`config.mk`:
```
export PLATFORM = sky130hd
export DESIGN_NAME = watchdog_and_soft_reset
export DESIGN_NICKNAME = d
export VERILOG_FILES = /design/src/verilog/watchdog_and_soft_reset.v
export VERILOG_INCLUDE_DIRS = /design/src /design/src/verilog
export SDC_FILE = /design/constraint.sdc
export NUM_CORES = 1
export LEC_CHECK = 0
export BUFFER_PORTS_ARGS = -buffer_cell sky130_fd_sc_hd__buf_4
export CAP_MARGIN = 20
export CORE_ASPECT_RATIO = 1.1
export CORE_MARGIN = 1.5
export CORE_UTILIZATION = 57
export CTS_CLUSTER_SIZE = 25
export DETAILED_ROUTE_END_ITERATION = 16
export PLACE_DENSITY = 0.86
export SLEW_MARGIN = 5
export SYNTH_ARGS = -nofsm -noshare
export SYNTH_HDL_FRONTEND = slang
export SYNTH_SLANG_ARGS = --single-unit
```
`constraint.sdc`:
```
create_clock -name pclk -period 4.1 [get_ports pclk]
set_input_delay 1.025 -clock pclk [delete_from_list [all_inputs] [get_ports pclk]]
set_output_delay 1.025 -clock pclk [all_outputs]
set_load 0.05 [all_outputs]
```
`src/verilog/watchdog_map.vh`:
```
`ifndef WATCHDOG_MAP_VH
`define WATCHDOG_MAP_VH

// ==========================================================
// Register byte offsets
`define OFS_CTRL 12'h000
`define OFS_RELOAD 12'h004
`define OFS_FEED 12'h008
`define OFS_COUNT 12'h00C
`define OFS_STATUS 12'h010
`define OFS_MASK 12'h014
`define OFS_AUX 12'h018

// ==========================================================
// Control register fields
`define CTRL_RUN 0
`define CTRL_RST_EN 1
`define CTRL_CLK_SEL 2
`define CTRL_TAP_LO 4
`define CTRL_TAP_HI 6
`define CTRL_W 7
`define CTRL_RESET 7'h06

// Auxiliary register field
`define AUX_SW_RESET 0

// Status and mask fields
`define ST_TIMEOUT 0
`define ST_FEED_ERR 1
`define ST_W 2

// ==========================================================
// Widths, reset values, feed bytes
`define PRE_W 12
`define CNT_W 8
`define RELOAD_RESET 8'hFF
`define TAP_BASE 4
`define FEED_FIRST 8'hA5
`define FEED_SECOND 8'h5A
`define OSC_NOMINAL_HZ 400000

`endif

```
`src/verilog/watchdog_and_soft_reset.v`:
```
`timescale 1ns/10ps
`include "watchdog_map.vh"

module watchdog_and_soft_reset (
  input wire pclk,
  input wire presetn,
  input wire psel,
  input wire penable,
  input wire pwrite,
  input wire [11:0] paddr,
  input wire [31:0] pwdata,
  output wire pready,
  output wire [31:0] prdata,
  output wire pslverr,
  input wire wd_osc_clk,
  input wire power_down,
  output wire wdt_reset,
  output wire sw_reset,
  output wire sys_reset,
  output wire irq
);

  // ==========================================================
  // State
  reg [`CTRL_W-1:0] ctrl_ff;
  reg [`CTRL_W-1:0] pend_ctrl_ff;
  reg [`CNT_W-1:0] reload_ff;
  reg [`PRE_W-1:0] pre_ff;
  reg [`CNT_W-1:0] cnt_ff;
  reg [`ST_W-1:0] status_ff;
  reg [`ST_W-1:0] mask_ff;
  reg feed_half_ff;
  reg ctrl_armed_ff;
  reg osc_prev_ff;
  reg wdt_reset_ff;
  reg sw_reset_ff;
  reg [31:0] prdata_ff;
  reg pslverr_ff;

  reg [`CTRL_W-1:0] nxt_ctrl;
  reg [`CTRL_W-1:0] nxt_pend_ctrl;
  reg [`PRE_W-1:0] nxt_pre;
  reg [`CNT_W-1:0] nxt_cnt;
  reg [`ST_W-1:0] nxt_status;
  reg nxt_feed_half;
  reg nxt_ctrl_armed;
  reg nxt_wdt_reset;
  reg nxt_sw_reset;
  reg fault;
  reg feed_ok;
  reg feed_bad;

  wire setup = psel & ~penable;
  wire access = psel & penable;
  wire wr = access & pwrite;
  wire rd = access & ~pwrite;

  // ==========================================================
  // Register strobes
  // Decoded once so that the write, clear and pulse paths agree
  wire wr_reload = wr & (paddr == `OFS_RELOAD);
  wire wr_mask = wr & (paddr == `OFS_MASK);
  wire wr_aux = wr & (paddr == `OFS_AUX);
  wire rd_status = rd & (paddr == `OFS_STATUS);

  // ==========================================================
  // Address decode for the error answer only; the read mux decodes on its own
  function is_mapped;
    input [11:0] a;
    begin
      case (a)
        `OFS_CTRL, `OFS_RELOAD, `OFS_FEED, `OFS_COUNT,
        `OFS_STATUS, `OFS_MASK, `OFS_AUX: is_mapped = 1'b1;
        default: is_mapped = 1'b0;
      endcase
    end
  endfunction

  // Prescaler tap hit: all bits up to the selected tap are ones
  function tap_hit;
    input [`PRE_W-1:0] pre;
    input [2:0] sel;
    integer i;
    reg hit;
    begin
      hit = 1'b1;
      for (i = 0; i < `PRE_W; i = i + 1) begin
        if (i <= `TAP_BASE + sel) begin
          hit = hit & pre[i];
        end
      end
      tap_hit = hit;
    end
  endfunction

  // ==========================================================
  // Clock source and stepping
  wire run = ctrl_ff[`CTRL_RUN];
  wire rst_mode = ctrl_ff[`CTRL_RST_EN];
  wire osc_sel = ctrl_ff[`CTRL_CLK_SEL];
  wire [2:0] tap_sel = ctrl_ff[`CTRL_TAP_HI:`CTRL_TAP_LO];
  // source select; the oscillator is sampled and edge detected
  wire osc_tick = wd_osc_clk & ~osc_prev_ff;
  wire src_tick = osc_sel ? osc_tick : 1'b1;
  // An oscillator source keeps counting through power-down; a pclk
  // source is stopped, since pclk itself is gated there.
  // stop on power-down with the pclk source
  wire halted = ~run | (power_down & ~osc_sel);
  wire pre_tick = ~halted & src_tick;
  wire dec_pulse = pre_tick & tap_hit(pre_ff, tap_sel);
  wire underflow = dec_pulse & (cnt_ff == {`CNT_W{1'b0}});

  // ==========================================================
  // Next-state logic
  always @* begin
    nxt_ctrl = ctrl_ff;
    nxt_pend_ctrl = pend_ctrl_ff;
    nxt_pre = pre_ff;
    nxt_cnt = cnt_ff;
    nxt_status = status_ff;
    nxt_feed_half = feed_half_ff;
    nxt_ctrl_armed = ctrl_armed_ff;
    nxt_sw_reset = 1'b0;
    fault = 1'b0;
    feed_ok = 1'b0;
    feed_bad = 1'b0;

    if (pre_tick) begin
      nxt_pre = pre_ff + {{(`PRE_W-1){1'b0}}, 1'b1};
    end
    if (dec_pulse) begin
      nxt_cnt = cnt_ff - {{(`CNT_W-1){1'b0}}, 1'b1};
    end
    if (underflow) begin
      nxt_cnt = reload_ff;
      nxt_pre = {`PRE_W{1'b0}};
      if (rst_mode) begin
        fault = 1'b1;
      end else begin
        nxt_status[`ST_TIMEOUT] = 1'b1;
      end
    end

    // Read of status clears it; a new event in the same cycle wins
    if (rd_status) begin
      nxt_status = {`ST_W{1'b0}};
      if (underflow && !rst_mode) begin
        nxt_status[`ST_TIMEOUT] = 1'b1;
      end
    end

    // Reads never touch the feed sequence, so a status poll between the
    // two feed bytes is harmless.
    if (wr) begin
      case (paddr)
        `OFS_FEED: begin
          if (!feed_half_ff && pwdata[7:0] == `FEED_FIRST) begin
            nxt_feed_half = 1'b1;
          end else if (feed_half_ff && pwdata[7:0] == `FEED_SECOND) begin
            nxt_feed_half = 1'b0;
            feed_ok = 1'b1;
          end else begin
            nxt_feed_half = 1'b0;
            feed_bad = 1'b1;
          end
        end
        `OFS_CTRL: begin
          // held pending until the next valid feed
          nxt_pend_ctrl = pwdata[`CTRL_W-1:0];
          nxt_ctrl_armed = 1'b1;
          if (feed_half_ff) begin
            feed_bad = 1'b1;
          end
          nxt_feed_half = 1'b0;
        end
        default: begin
          if (feed_half_ff) begin
            feed_bad = 1'b1;
          end
          nxt_feed_half = 1'b0;
          // control write not followed by a feed
          if (ctrl_armed_ff) begin
            feed_bad = 1'b1;
          end
        end
      endcase
    end

    if (feed_ok) begin
      nxt_cnt = reload_ff;
      nxt_pre = {`PRE_W{1'b0}};
      // A setting dropped by a bad sequence stays unapplied
      if (ctrl_armed_ff) begin
        nxt_ctrl = pend_ctrl_ff;
      end
      nxt_ctrl_armed = 1'b0;
    end

    // A bad feed never reloads the counter: in watchdog mode the system reset restarts
    // software, and its next valid feed reloads.
    if (feed_bad) begin
      nxt_ctrl_armed = 1'b0;
      // bad sequence resets in watchdog mode
      if (rst_mode) begin
        fault = 1'b1;
      end else begin
        nxt_status[`ST_FEED_ERR] = 1'b1;
      end
    end

    if (wr_aux && pwdata[`AUX_SW_RESET]) begin
      nxt_sw_reset = 1'b1;
    end

    // Underflow and a bad feed in one cycle still give one pulse
    nxt_wdt_reset = fault;
  end

  // ==========================================================
  // Counter chain and sequence state
  // power-on reset only
  // The reset pulses below feed the system reset, but not this block:
  // clearing here would let a hung program restart with the watchdog off.
  always @(posedge pclk or negedge presetn) begin
    if (!presetn) begin
      ctrl_ff <= `CTRL_RESET;
      pend_ctrl_ff <= `CTRL_RESET;
      pre_ff <= {`PRE_W{1'b0}};
      cnt_ff <= `RELOAD_RESET;
      status_ff <= {`ST_W{1'b0}};
      feed_half_ff <= 1'b0;
      ctrl_armed_ff <= 1'b0;
    end else begin
      ctrl_ff <= nxt_ctrl;
      pend_ctrl_ff <= nxt_pend_ctrl;
      pre_ff <= nxt_pre;
      cnt_ff <= nxt_cnt;
      status_ff <= nxt_status;
      feed_half_ff <= nxt_feed_half;
      ctrl_armed_ff <= nxt_ctrl_armed;
    end
  end

  // ==========================================================
  // Software written settings, taken at the access edge
  always @(posedge pclk or negedge presetn) begin
    if (!presetn) begin
      reload_ff <= `RELOAD_RESET;
      mask_ff <= {`ST_W{1'b0}};
    end else begin
      if (wr_reload) begin
        reload_ff <= pwdata[`CNT_W-1:0];
      end
      if (wr_mask) begin
        mask_ff <= pwdata[`ST_W-1:0];
      end
    end
  end

  // ==========================================================
  // Oscillator edge detect
  // One stage only: the oscillator is treated as synchronous to pclk,
  // so a tick is lost if the oscillator ever runs faster than pclk / 2.
  always @(posedge pclk or negedge presetn) begin
    if (!presetn) begin
      osc_prev_ff <= 1'b0;
    end else begin
      osc_prev_ff <= wd_osc_clk;
    end
  end

  // ==========================================================
  // Reset request pulses, one pclk cycle each
  always @(posedge pclk or negedge presetn) begin
    if (!presetn) begin
      wdt_reset_ff <= 1'b0;
      sw_reset_ff <= 1'b0;
    end else begin
      wdt_reset_ff <= nxt_wdt_reset;
      sw_reset_ff <= nxt_sw_reset;
    end
  end

  // ==========================================================
  // APB read path, captured in the setup cycle
  always @(posedge pclk or negedge presetn) begin
    if (!presetn) begin
      prdata_ff <= 32'h0000_0000;
      pslverr_ff <= 1'b0;
    end else if (setup) begin
      pslverr_ff <= ~is_mapped(paddr);
      case (paddr)
        `OFS_CTRL: prdata_ff <= {{(32-`CTRL_W){1'b0}}, ctrl_ff};
        `OFS_RELOAD: prdata_ff <= {{(32-`CNT_W){1'b0}}, reload_ff};
        `OFS_COUNT: prdata_ff <= {{(32-`CNT_W){1'b0}}, cnt_ff};
        `OFS_STATUS: prdata_ff <= {{(32-`ST_W){1'b0}}, status_ff};
        `OFS_MASK: prdata_ff <= {{(32-`ST_W){1'b0}}, mask_ff};
        // Unmapped and write-only offsets read as zero
        default: prdata_ff <= 32'h0000_0000;
      endcase
    end
  end

  // Status may change between setup and access; the value seen is the
  // one at setup, and the clear at access drops an event set at the setup edge unread.
  assign pready = access;
  assign prdata = prdata_ff;
  assign pslverr = pslverr_ff & access;

  // ==========================================================
  // Reset and interrupt outputs
  assign wdt_reset = wdt_reset_ff;
  assign sw_reset = sw_reset_ff;
  assign sys_reset = wdt_reset_ff | sw_reset_ff;
  // Level output; it drops only on a status read or a mask write
  assign irq = |(status_ff & mask_ff);

endmodule

```
# Yosys cells after proc, flatten, opt, wreduce, memory -nomap -nowiden
# Cells that the tools add are included.
[classes]
n_addsub = 3
order_cmp = 12
eq_ne = 9
n_mux = 49
bitwise_logic = 35
n_reduce_logical = 19
[op_table]
columns = ["op", "n"]
rows = [
  ["$le A3 B32 Y1 const A", 4],
  ["$le A4 B32 Y1 const A", 3],
  ["$le A1 B32 Y1 const A", 2],
  ["$le A2 B32 Y1 const A", 2],
  ["$mux W1", 40],
  ["$pmux W8 S5", 1],
  ["$eq A12 B5 Y1 const B", 3],
  ["$mux W12", 3],
  ["$and A1 B1 Y1", 25],
  ["$eq A12 B4 Y1 const B", 2],
  ["$mux W8", 3],
  ["$add A12 B1 Y12 const B", 1],
  ["$eq A12 B3 Y1 const B", 1],
  ["$logic_not A12 Y1", 1],
  ["$reduce_bool A3 Y1", 4],
  ["$eq A8 B7 Y1 const B", 1],
  ["$eq A8 B8 Y1 const B", 1],
  ["$logic_not A8 Y1", 1],
  ["$reduce_and A2 Y1", 4],
  ["$sub A8 B1 Y8 const B", 1],
  ["$not A1 Y1", 7],
  ["$reduce_or A7 Y1", 1],
  ["$add A3 B3 Y4 const A", 1],
  ["$le A4 B4 Y1 const A", 1],
  ["other kinds (9)", 14],
]
[totals]
register_bits = 84
input_bits = 51
output_inout_bits = 38
elab_cells = 142

# Longest topological paths before layout
# Gate-level depths: netlist of the first run.
[logic_depth]
ltp_word = 32
depth_mapped = 8
mapped_depth_nobuf = 8

# Worst setup path before layout of the first run
# No wires, ideal clock.
[synth_path]
kind = "input-to-reg"
startpoint = "in psel"
endpoint = "reg pre_ff[11]"
arrival_ns = 2.604
path_slack_ns = 1.377
cell_stages = 7
path_buffers = 1
path_cell_list = "and2_1 -> nand2_1 -> or3_1 -> buf_6 -> a211oi_2 -> xnor2_1 -> nor2_1"
[synth_via]
elab_chain_len = 4
[synth_lines]
columns = ["element", "line_no", "rtl"]
rows = [
  ["from (decl)", "watchdog_and_soft_reset.v:7", "input wire psel,"],
  ["$and A1 B1 Y1 *", "watchdog_and_soft_reset.v:54", "wire access = psel & penable;"],
  ["$and A1 B1 Y1 *", "watchdog_and_soft_reset.v:55", "wire wr = access & pwrite;"],
  ["$mux W1 *", "watchdog_and_soft_reset.v:154", "if (wr) begin"],
  ["$reduce_bool A3 Y1 (no source line) / $mux W12 (equally long branches)", "-", ""],
  ["to (signal assigned)", "watchdog_and_soft_reset.v:228", "pre_ff <= {`PRE_W{1'b0}};"],
  ["to (signal assigned)", "watchdog_and_soft_reset.v:236", "pre_ff <= nxt_pre;"],
  ["to (decl)", "watchdog_and_soft_reset.v:28", "reg [`PRE_W-1:0] pre_ff;"],
]
# Every way passes the cells marked *; elsewhere a longest branch is shown, timed or not.
# A chain may end at the register's enable or synchronous reset.

# Worst setup path after layout of the first run
[layout_path]
startpoint = "in paddr[7]"
endpoint = "reg cnt_ff[5]"
[layout_via]
elab_chain_len = 4
[layout_lines]
columns = ["element", "line_no", "rtl"]
rows = [
  ["from (decl)", "watchdog_and_soft_reset.v:10", "input wire [11:0] paddr,"],
  ["$eq A12 B4 Y1 *", "watchdog_and_soft_reset.v:155", "case (paddr)"],
  ["$mux W1 *", "watchdog_and_soft_reset.v:155", ""],
  ["$mux W1 *", "watchdog_and_soft_reset.v:154", ""],
  ["$reduce_bool A3 Y1 (no source line) / $mux W8 (equally long branches)", "-", ""],
  ["to (signal assigned)", "watchdog_and_soft_reset.v:229", "cnt_ff <= `RELOAD_RESET;"],
  ["to (signal assigned)", "watchdog_and_soft_reset.v:237", "cnt_ff <= nxt_cnt;"],
  ["to (decl)", "watchdog_and_soft_reset.v:29", "reg [`CNT_W-1:0] cnt_ff;"],
]
# Marked as above.

==> impl_metrics.toml, run 1 <==
[run_status]
status = "completed"

[power_and_ir_drop]
power.density_nw_per_um2 = 319
switching_share = 0.263
power.total_w = 0.00122
p_sw_w = 0.000321
p_seq_frac = 0.491
clockPowerShare = 0.413
power_frac_comb = 0.097
ir_drop_v = 0.000184
p_leak_nw = 1.72
internal_power_w = 0.000901

[logic_synthesis]
synth_fa_ha_area_frac = 0.0111
synth.largest_area_cell = "dfrtp_1"
ys_seq_elements = 60
synth_edf_count = 0
synth-compound-area-share = 0.147
synth-main-ff-cell = "dfrtp_1"
yosysWarnings = 0
syn_inst = 330
yosysUniqueCellTypes = 62
netlist_area_um2 = 3390
yosys.area_share.simple = 0.214
synthTopCellsByArea = "dfrtp_1 30%, dfstp_2 16%, buf_4 5.5%, mux2_2 5.3%, nand2_1 3.9%"
synthMuxAreaShare = 0.0857
yosysTopAreaCellShare = 0.296
syn_avg_cell_area_um2 = 10.3
ys_seq_area_frac = 0.451
synth-xor-area-share = 0.0129
synth_top_family_by_area = "simple AND/OR/NAND/NOR gates"
async_flop_share = 1.00

[critical_path]
path_max_fanout = 13
crit_chain = "buf_4 -> nor4_2 -> nand3_2 -> or3_1 -> nand2b_1 -> a221o_1"
r2r_cells = 7
cp.required_ps = 4390
cpPeakStageDelay_ps = 630
cp.arrival_ps = 3100
critical_path_class = "input port to flip-flop"
reg2reg_to = "cnt_ff[5]"
crit_path_end_kind = "flip-flop"
slowest_stage = "or3_1"
worst_setup_path_start_kind = "input port"
reg2reg_from = "cnt_ff[0]"
rrSetupSlack_ps = 1460

[routing]
detail_route.iter0.violations = 350
vias = 2680
wirelength_mm = 7.27
drc = 0
vias_per_cell = 5.89
first_pass_iters = 6
antenna_left = 0
wl_per_cell_um = 16.0

[clock_tree]
cts.repair.resized = 0
root_buffer = "clkbuf_8"
cts_buffers = 9
cts_setup_buffers = 0
htreeDepth = 3
clock_sinks = 60
insertion_delay_ps = 350
cts_buffer_depth = 2
path_clk_slew_ps = 70
cts_tree = "done"
cts_hold_buf = 0

[placement]
port_buffers = 40
globalplace.congestion = 0.913
dp_hpwl_mm = 5.22
numPlacedInstances = 440

[floorplanning]
die_h_um = 83.8
io_pins = 89
start_util = 0.587
core_um2 = 5770
dieArea_um2 = 6410
row_count = 29
die_w_um = 76.5

[timing]
setup-tns-final_ps = 0
setup_viol = 0
finClkSkew_ps = 9.00
slew_headroom = 0.497
fmax_mhz = 356
worstMarginPinSlew_ps = 754
timing_hold_violations_final = 0
period_share = 0.685
rsz0062_at_grt = "false"
min_period_ps = 2810
slew_viol_final = 0

[finish]
layout_common_cells = "42 x buf_4, 40 x dfrtp_1, 35 x nand2_1"
final_cells = 455
final_common_cell = "buf_4"
drive_gt1_frac = 0.275
nNetsFinal = 428
fillers = 459
diodes = 0
syn_to_final_growth_pct = 13.3

[job]
drv_cap = 0

[global_route]
busiest_layer = "met2"
met3_usage = 0.0492
grt_antenna_before_repair = 0
grt_max_degree = 61
overflow = 0
grt_usage = 0.247
gr-usage-met1 = 0.342
grt_pass1_vias = 2522
use_met2 = 0.365
grt_first_pass_wirelength_mm = 12.4

[min_path]
holdPathStages = 1
worstHoldStart = "pend_ctrl_ff[6]"
min_to = "ctrl_ff[6]"
hp-class = "flip-flop to flip-flop"
-- metrics by stage --
step           setup WS (ps)  hold slack, ps  cell area, um^2  utilization
6_report                1290             479             3840        0.665
5_1_grt                 1210             503             3840        0.665
3_5_place_dp             984             471             3660        0.635
4_1_cts                 1350             484             3840        0.665
3_3_place_gp             962             458             3660        0.635
2_1_floorplan           1380             443             3470            -
-- Yosys cell counts (all sizes together) (3+ instances only) --
| library cell | n |
|---|---|
| dfrtp | 40 |
| nand2 | 35 |
| buf | 27 |
| mux2 | 24 |
| nor2 | 22 |
| dfstp | 20 |
| o21ai | 20 |
| nor3 | 11 |
| inv | 10 |
| nand3 | 10 |
| and3 | 8 |
| nor4 | 8 |
| a21oi | 7 |
| a222oi | 7 |
| nand2b | 7 |
| nor4b | 6 |
| clkbuf | 5 |
| a211oi | 4 |
| a221o | 4 |
| or3 | 4 |
| xnor2 | 4 |
| a21boi | 3 |
| a22o | 3 |
| a31oi | 3 |
| ha | 3 |
| nand4 | 3 |
-- power by group through the flow --
stage	clock [W]	combinational [W]	sequential [W]
finish	0.000504	0.000118	0.000600
global route	0.000537	0.000128	0.000600
CTS	0.000510	0.000119	0.000600
detailed placement	0	0.000118	0.000610
global placement	0	0.000117	0.000610
floorplan	0	0.0000900	0.000609
-- sequential cells by signal, summed over array words and instances (netlist names) --
register	flops
ctrl_ff	7
pslverr_ff	1
ctrl_armed_ff	1
sw_reset	1
mask_ff	2
reload_ff	8
pend_ctrl_ff	7
wdt_reset	1
prdata	8
feed_half_ff	1
cnt_ff	8
pre_ff	12
osc_prev_ff	1
status_ff	2
-- per-layer routing --
metal | vias to the layer above | part of all wire
li1 | 1256 | -
met1 | 1291 | 0.44
met2 | 121 | 0.47
met3 | 12 | 0.066
met4 | 0 | 0.019
met5 | - | 0
-- critical path: cells and delay by family --
kind | cells | cell delay, ps
buffers and inverters | 1 | 120
and+or+nand+nor | 4 | 1700
AOI/OAI and AO/OA | 1 | 250
-- worst max-delay path by stage --
stage,startpoint,cells past startpoint,to
2_1_floorplan,psel,7,pre_ff[11]
3_3_place_gp,paddr[7],6,cnt_ff[5]
3_5_place_dp,paddr[7],6,cnt_ff[5]
4_1_cts,paddr[7],6,cnt_ff[3]
5_1_grt,paddr[7],6,cnt_ff[3]
6_report,paddr[7],6,cnt_ff[5]
-- layout make-up --
type	count	area (um^2)	area share
timing repair buffer	42	315	0.0822
clock inverter	3	40.0	0.0104
sequential	60	1530	0.398
clock buffer	12	135	0.0352
inverter	10	37.5	0.00978
multi-input combinational	251	1690	0.440
tap	77	96.3	0.0251
-- kinds of logic (layout without fill, tap and decap cells) --
family	count (synthesis)	after routing
other	1	24
AOI/OAI and AO/OA	68	68
adders and majority gates	3	3
and+or+nand+nor	125	125
buffers and inverters	42	67
muxes	26	26
DFF	60	60
xor gates and xnor gates	5	5
No activity file was read; power rests on OpenSTA's default activity.
==> run 2: changes to the inputs <==
--- a/config.mk
+++ b/config.mk
@@ -10,10 +10,10 @@
 export CAP_MARGIN = 20
 export CORE_ASPECT_RATIO = 1.1
 export CORE_MARGIN = 1.5
-export CORE_UTILIZATION = 57
+export CORE_UTILIZATION = 48
 export CTS_CLUSTER_SIZE = 25
 export DETAILED_ROUTE_END_ITERATION = 16
-export PLACE_DENSITY = 0.86
+export PLACE_DENSITY = 0.78
 export SLEW_MARGIN = 5
 export SYNTH_ARGS = -nofsm -noshare
 export SYNTH_HDL_FRONTEND = slang
==> constraint.sdc (replaced) <==
create_clock -name pclk -period 2.4 [get_ports pclk]
set_input_delay 0.6 -clock pclk [delete_from_list [all_inputs] [get_ports pclk]]
set_output_delay 0.6 -clock pclk [all_outputs]
set_load 0.05 [all_outputs]
==> run 2 against run 1 <==
Net effect:
- non-clock buffer count up 18
- hold slack got worse by 170 ps
- die area is 18% higher
- cell area is 4.2% higher
- flip-flop and latch count unchanged
- cell count is 5.3% higher
- clock skew grew 1.9 ps
- global-route usage fell by 3.7 points
- power up 72%
- critical path depth is 1 higher
- clock power grew 74%
- utilization down 6.9 points
- critical endpoint is now cnt_ff[4]
- largest cell class unchanged
- largest power group unchanged
- highest routed layer unchanged
==> impl_metrics.toml, run 2 (synthesized netlist as in run 1, its figures left out) <==
[finish]
seqCellArea_um2 = 1530
largest_reg_flops = 12
layout_common_cells = "59 x buf_4, 40 x dfrtp_1, 35 x nand2_1"
nNetsFinal = 446
drive_gt1_frac = 0.312
fin_area_um2 = 4000
syn_to_final_growth_pct = 18.1
fillers = 579
final_common_cell = "buf_4"
diodes = 0
multi_input_area_um2 = 1690
final_cells = 479
largest-register = "pre_ff"

[timing]
rsz0062_at_grt = "false"
finClkSkew_ps = 10.9
worstMarginPinSlew_ps = 738
min_period_ps = 2150
fmax_mhz = 464
fin_ws_ps = 245
setup-tns-final_ps = 0
slew_viol_final = 0
slew_headroom = 0.508
setup_viol = 0
period_share = 0.898
timing_hold_violations_final = 0

[global_route]
overflow = 0
grt_antenna_before_repair = 0
grt_pass1_vias = 2613
grt_first_pass_wirelength_mm = 12.5
grt_usage = 0.210
grt_max_degree = 61

[routing]
drc = 0
vias_per_cell = 5.73
wl_per_cell_um = 15.5
antenna_left = 0
wirelength_mm = 7.45
vias = 2744
detail_route.iter0.violations = 255
first_pass_iters = 5

[critical_path]
path_max_fanout = 6
crit_chain = "nor2b_1 -> o21a_1 -> or3_1 -> nor4_4 -> buf_4 -> and4b_1 -> a211o_1"
rrSetupSlack_ps = 250
cp.required_ps = 2680
crit_path_end_kind = "flip-flop"
critPathTopFamily = "simple AND/OR/NAND/NOR gates"
critPathLaunch = "ctrl_ff[4]"
crit_buf_inv = 1
critical_path_class = "flip-flop to flip-flop"
cp.arrival_ps = 2430
reg2reg_from = "ctrl_ff[4]"
reg2reg_to = "cnt_ff[4]"
worst_setup_path_start_kind = "flip-flop"
r2r_cells = 7
cpPeakStageDelay_ps = 480
crit_cells = 7
slowest_stage = "dfrtp_1"
cp-endpoint = "cnt_ff[4]"

[floorplanning]
dieArea_um2 = 7570
core_um2 = 6710
io_pins = 89
die_w_um = 83.1
row_count = 31
start_util = 0.505
die_h_um = 91.1

[power_and_ir_drop]
ir_drop_v = 0.000301
power.total_w = 0.00211
switching_share = 0.266
power.density_nw_per_um2 = 527
internal_power_w = 0.00155
p_sw_w = 0.000561
p_leak_nw = 1.82
p_seq_frac = 0.486
power_frac_comb = 0.099
clockPowerShare = 0.415

[clock_tree]
path_clk_slew_ps = 70
cts_tree = "done"
cts_hold_buf = 0
cts.repair.resized = 0
cts_buffers = 9
root_buffer = "clkbuf_8"
htreeDepth = 3
insertion_delay_ps = 350
cts_buffer_depth = 2
clock_sinks = 60
cts_setup_buffers = 0

[placement]
numPlacedInstances = 463
dp_hpwl_mm = 5.55
port_buffers = 40
globalplace.congestion = 0.935
preCtsSetupSlack_ps = 37.4
dpl_cell_area_um2 = 3820

[min_path]
hp-class = "input port to asynchronous set/reset pin"

[job]
drv_cap = 0

[run_status]
status = "completed"
-- run 2: changes by cell type in the layout (fill, tap and decap cells not counted), sizes merged --
cell,previous run,this run
buf,42,60
clkbuf,12,11
clkinv,2,3
clkinvlp,0,1
-- run 2: power by group through the flow --
| stage | logic, W | clock network (W) | registers [W] |
|---|---|---|---|
| 3_3_place_gp | 0.000204 | 0 | 0.00104 |
| 5_1_grt | 0.000224 | 0.000939 | 0.00102 |
| 6_report | 0.000208 | 0.000875 | 0.00102 |
| 2_1_floorplan | 0.000154 | 0 | 0.00104 |
| 4_1_cts | 0.000209 | 0.000887 | 0.00102 |
| 3_5_place_dp | 0.000208 | 0 | 0.00104 |
-- run 2: through the flow --
| stage | hold slack [ps] | util |
|---|---|---|
| after floorplan | 304 | - |
| after global placement | 458 | 0.569 |
| after detailed placement | 473 | 0.569 |
| after CTS | 341 | 0.596 |
| after global routing | 348 | 0.596 |
| final | 308 | 0.596 |
-- run 2: layout make-up --
| class | count | share of cell area |
|---|---|---|
| sequential | 60 | 0.382 |
| tap | 82 | 0.0256 |
| multi-input combinational | 251 | 0.422 |
| clock buffer | 11 | 0.0328 |
| timing repair buffer | 60 | 0.116 |
| clock inverter | 5 | 0.0131 |
| inverter | 10 | 0.00938 |
-- run 2: worst min-delay path by stage --
stage                    startpoint         endpoint  slack (ps)  cells after the start
floorplan                   presetn    ctrl_armed_ff         300                      0
finish                      presetn  pend_ctrl_ff[0]         310                      1
global placement    pend_ctrl_ff[0]       ctrl_ff[0]         460                      1
CTS                         presetn  pend_ctrl_ff[0]         340                      1
global route             wd_osc_clk      osc_prev_ff         350                      1
detailed placement  pend_ctrl_ff[6]       ctrl_ff[6]         470                      1
-- run 2: per-layer routing --
layer	part of all wire	track usage
met2	0.47	0.325
met5	0	0
met1	0.45	0.271
met3	0.048	0.0564
met4	0.029	0.111
==> run 3: changes to the inputs <==
--- a/config.mk
+++ b/config.mk
@@ -10,10 +10,10 @@
 export CAP_MARGIN = 20
 export CORE_ASPECT_RATIO = 1.1
 export CORE_MARGIN = 1.5
-export CORE_UTILIZATION = 48
+export CORE_UTILIZATION = 35
 export CTS_CLUSTER_SIZE = 25
 export DETAILED_ROUTE_END_ITERATION = 16
-export PLACE_DENSITY = 0.78
+export PLACE_DENSITY = 0.58
 export SLEW_MARGIN = 5
 export SYNTH_ARGS = -nofsm -noshare
 export SYNTH_HDL_FRONTEND = slang
==> run 3 against run 2 <==
Net effect:
- critical path depth stayed put
- clock-buffer cell count is 1 higher
- combinational power hardly changed
- register-to-register slack hardly changed
- via count is 2.7% lower
- flip-flop and latch count stayed put
- wire length is 3.7% higher
- highest routed layer unchanged
- non-clock buffer count is 4 higher
- cell count is 8.1% higher
- maximum frequency hardly changed
- power is 6.5% higher
==> impl_metrics.toml, run 3 (synthesized netlist as in run 1, its figures left out) <==
[run_status]
status = "completed"

[clock_tree]
path_clk_slew_ps = 70
root_buffer = "clkbuf_8"
cts.repair.resized = 0
cts_buffers = 9
htreeDepth = 3
cts_hold_buf = 0
cts_setup_buffers = 0
insertion_delay_ps = 340
clock_sinks = 60
cts_tree = "done"
cts_buffer_depth = 2

[power_and_ir_drop]
ir_drop_v = 0.000246
power.density_nw_per_um2 = 548
p_leak_nw = 1.85

[finish]
nNetsFinal = 450
final_common_cell = "buf_4"
largest_reg_flops = 12
syn_to_final_growth_pct = 20.9
drive_gt1_frac = 0.319
largest-register = "pre_ff"
fin_area_um2 = 4100
diodes = 0
layout_common_cells = "64 x buf_4, 40 x dfrtp_1, 35 x nand2_1"

[critical_path]
path_max_fanout = 6
critPathLaunch = "ctrl_ff[4]"
crit_path_end_kind = "flip-flop"
slowest_stage = "dfrtp_1"
crit_chain = "nor2b_1 -> o21a_1 -> or3_1 -> nor4_4 -> buf_4 -> and4b_1 -> a211o_1"
cpPeakStageDelay_ps = 480
reg2reg_from = "ctrl_ff[4]"
cp.arrival_ps = 2420
worst_setup_path_start_kind = "flip-flop"
critical_path_class = "flip-flop to flip-flop"
cp.required_ps = 2670

[routing]
first_pass_iters = 5
wl_per_cell_um = 14.9
vias_per_cell = 5.16
detail_route.iter0.violations = 283
drc = 0
vias = 2671
antenna_left = 0
wirelength_mm = 7.72

[placement]
dp_hpwl_mm = 5.81
dpl_cell_area_um2 = 3880
globalplace.congestion = 0.839
port_buffers = 40

[timing]
period_share = 0.898
finClkSkew_ps = 12.0
rsz0062_at_grt = "false"
slew_viol_final = 0
timing_hold_violations_final = 0
fmax_mhz = 464
min_period_ps = 2150
setup_viol = 0
slew_headroom = 0.495
worstMarginPinSlew_ps = 758
setup-tns-final_ps = 0

[global_route]
grt_first_pass_wirelength_mm = 13.2
grt_usage = 0.163
met3_usage = 0.0342
grt_pass1_vias = 2553
busiest_layer = "met2"
grt_max_degree = 61
overflow = 0
gr-usage-met1 = 0.230
grt_antenna_before_repair = 0
use_met2 = 0.239

[floorplanning]
die_w_um = 96.8
core_um2 = 9400
row_count = 37
dieArea_um2 = 10300
start_util = 0.360
die_h_um = 106
io_pins = 89

[job]
drv_cap = 0

[min_path]
hp-class = "input port to asynchronous set/reset pin"
-- run 3: cell types whose count changed in the layout (fill, tap and decap cells not counted), sizes merged --
| cell | previous run | this run |
|---|---|---|
| buf | 60 | 64 |
| clkinv | 3 | 1 |
| bufinv | 1 | 2 |
| clkbuf | 11 | 12 |
-- run 3: final timing paths --
kind,to,slack [ps],depth (start not counted)
min reg2reg,pslverr_ff,480,2
max,cnt_ff[4],250,7
max in group asynchronous,pre_ff[11],1570,1
min in group pclk,osc_prev_ff,370,1
max reg2reg,cnt_ff[4],250,7
min,mask_ff[0],320,1
-- run 3: power breakdown --
group	switching [W]	internal, W
combinational	0.000157	0.0000517
sequential	0.00000406	0.00102
clock	0.000399	0.000612
total	0.000560	0.00168
-- run 3: area by class of cell --
cell class	instances	area (um^2)
Clock buffer	12	145
Clock inverter	4	72.6
Fill cell	913	5300
Inverter	10	37.5
Multi-Input combinational cell	251	1690
Sequential cell	60	1530
Tap cell	117	146
Timing Repair Buffer	64	480
-- run 3: layer usage --
layer  part of all wire  vias up  wire [um]
met5                  0        -          0
met4              0.015        0        119
met3              0.042        6        328
met2               0.45       78       3460
met1               0.49     1277       3820
li1                   -     1310          -
-- run 3: worst max-delay path: cells and delay by family (launching register included) --
family / cells / cell delay (ps)
buf+inv: 1 / 200
simple gates: 4 / 1020
flops: 1 / 480
compound gates: 2 / 390
-- run 3: per-stage QoR --
step           std cells  power, W  hold WS [ps]  setup WS [ps]   util
6_report             518   0.00224           318            245  0.436
5_1_grt              518   0.00235           352            116  0.436
4_1_cts              518   0.00228           356            249  0.436
3_5_place_dp         502   0.00125           465           8.61  0.413
3_3_place_gp         502   0.00125           461           33.0  0.413
2_1_floorplan        353   0.00119           304            102      -
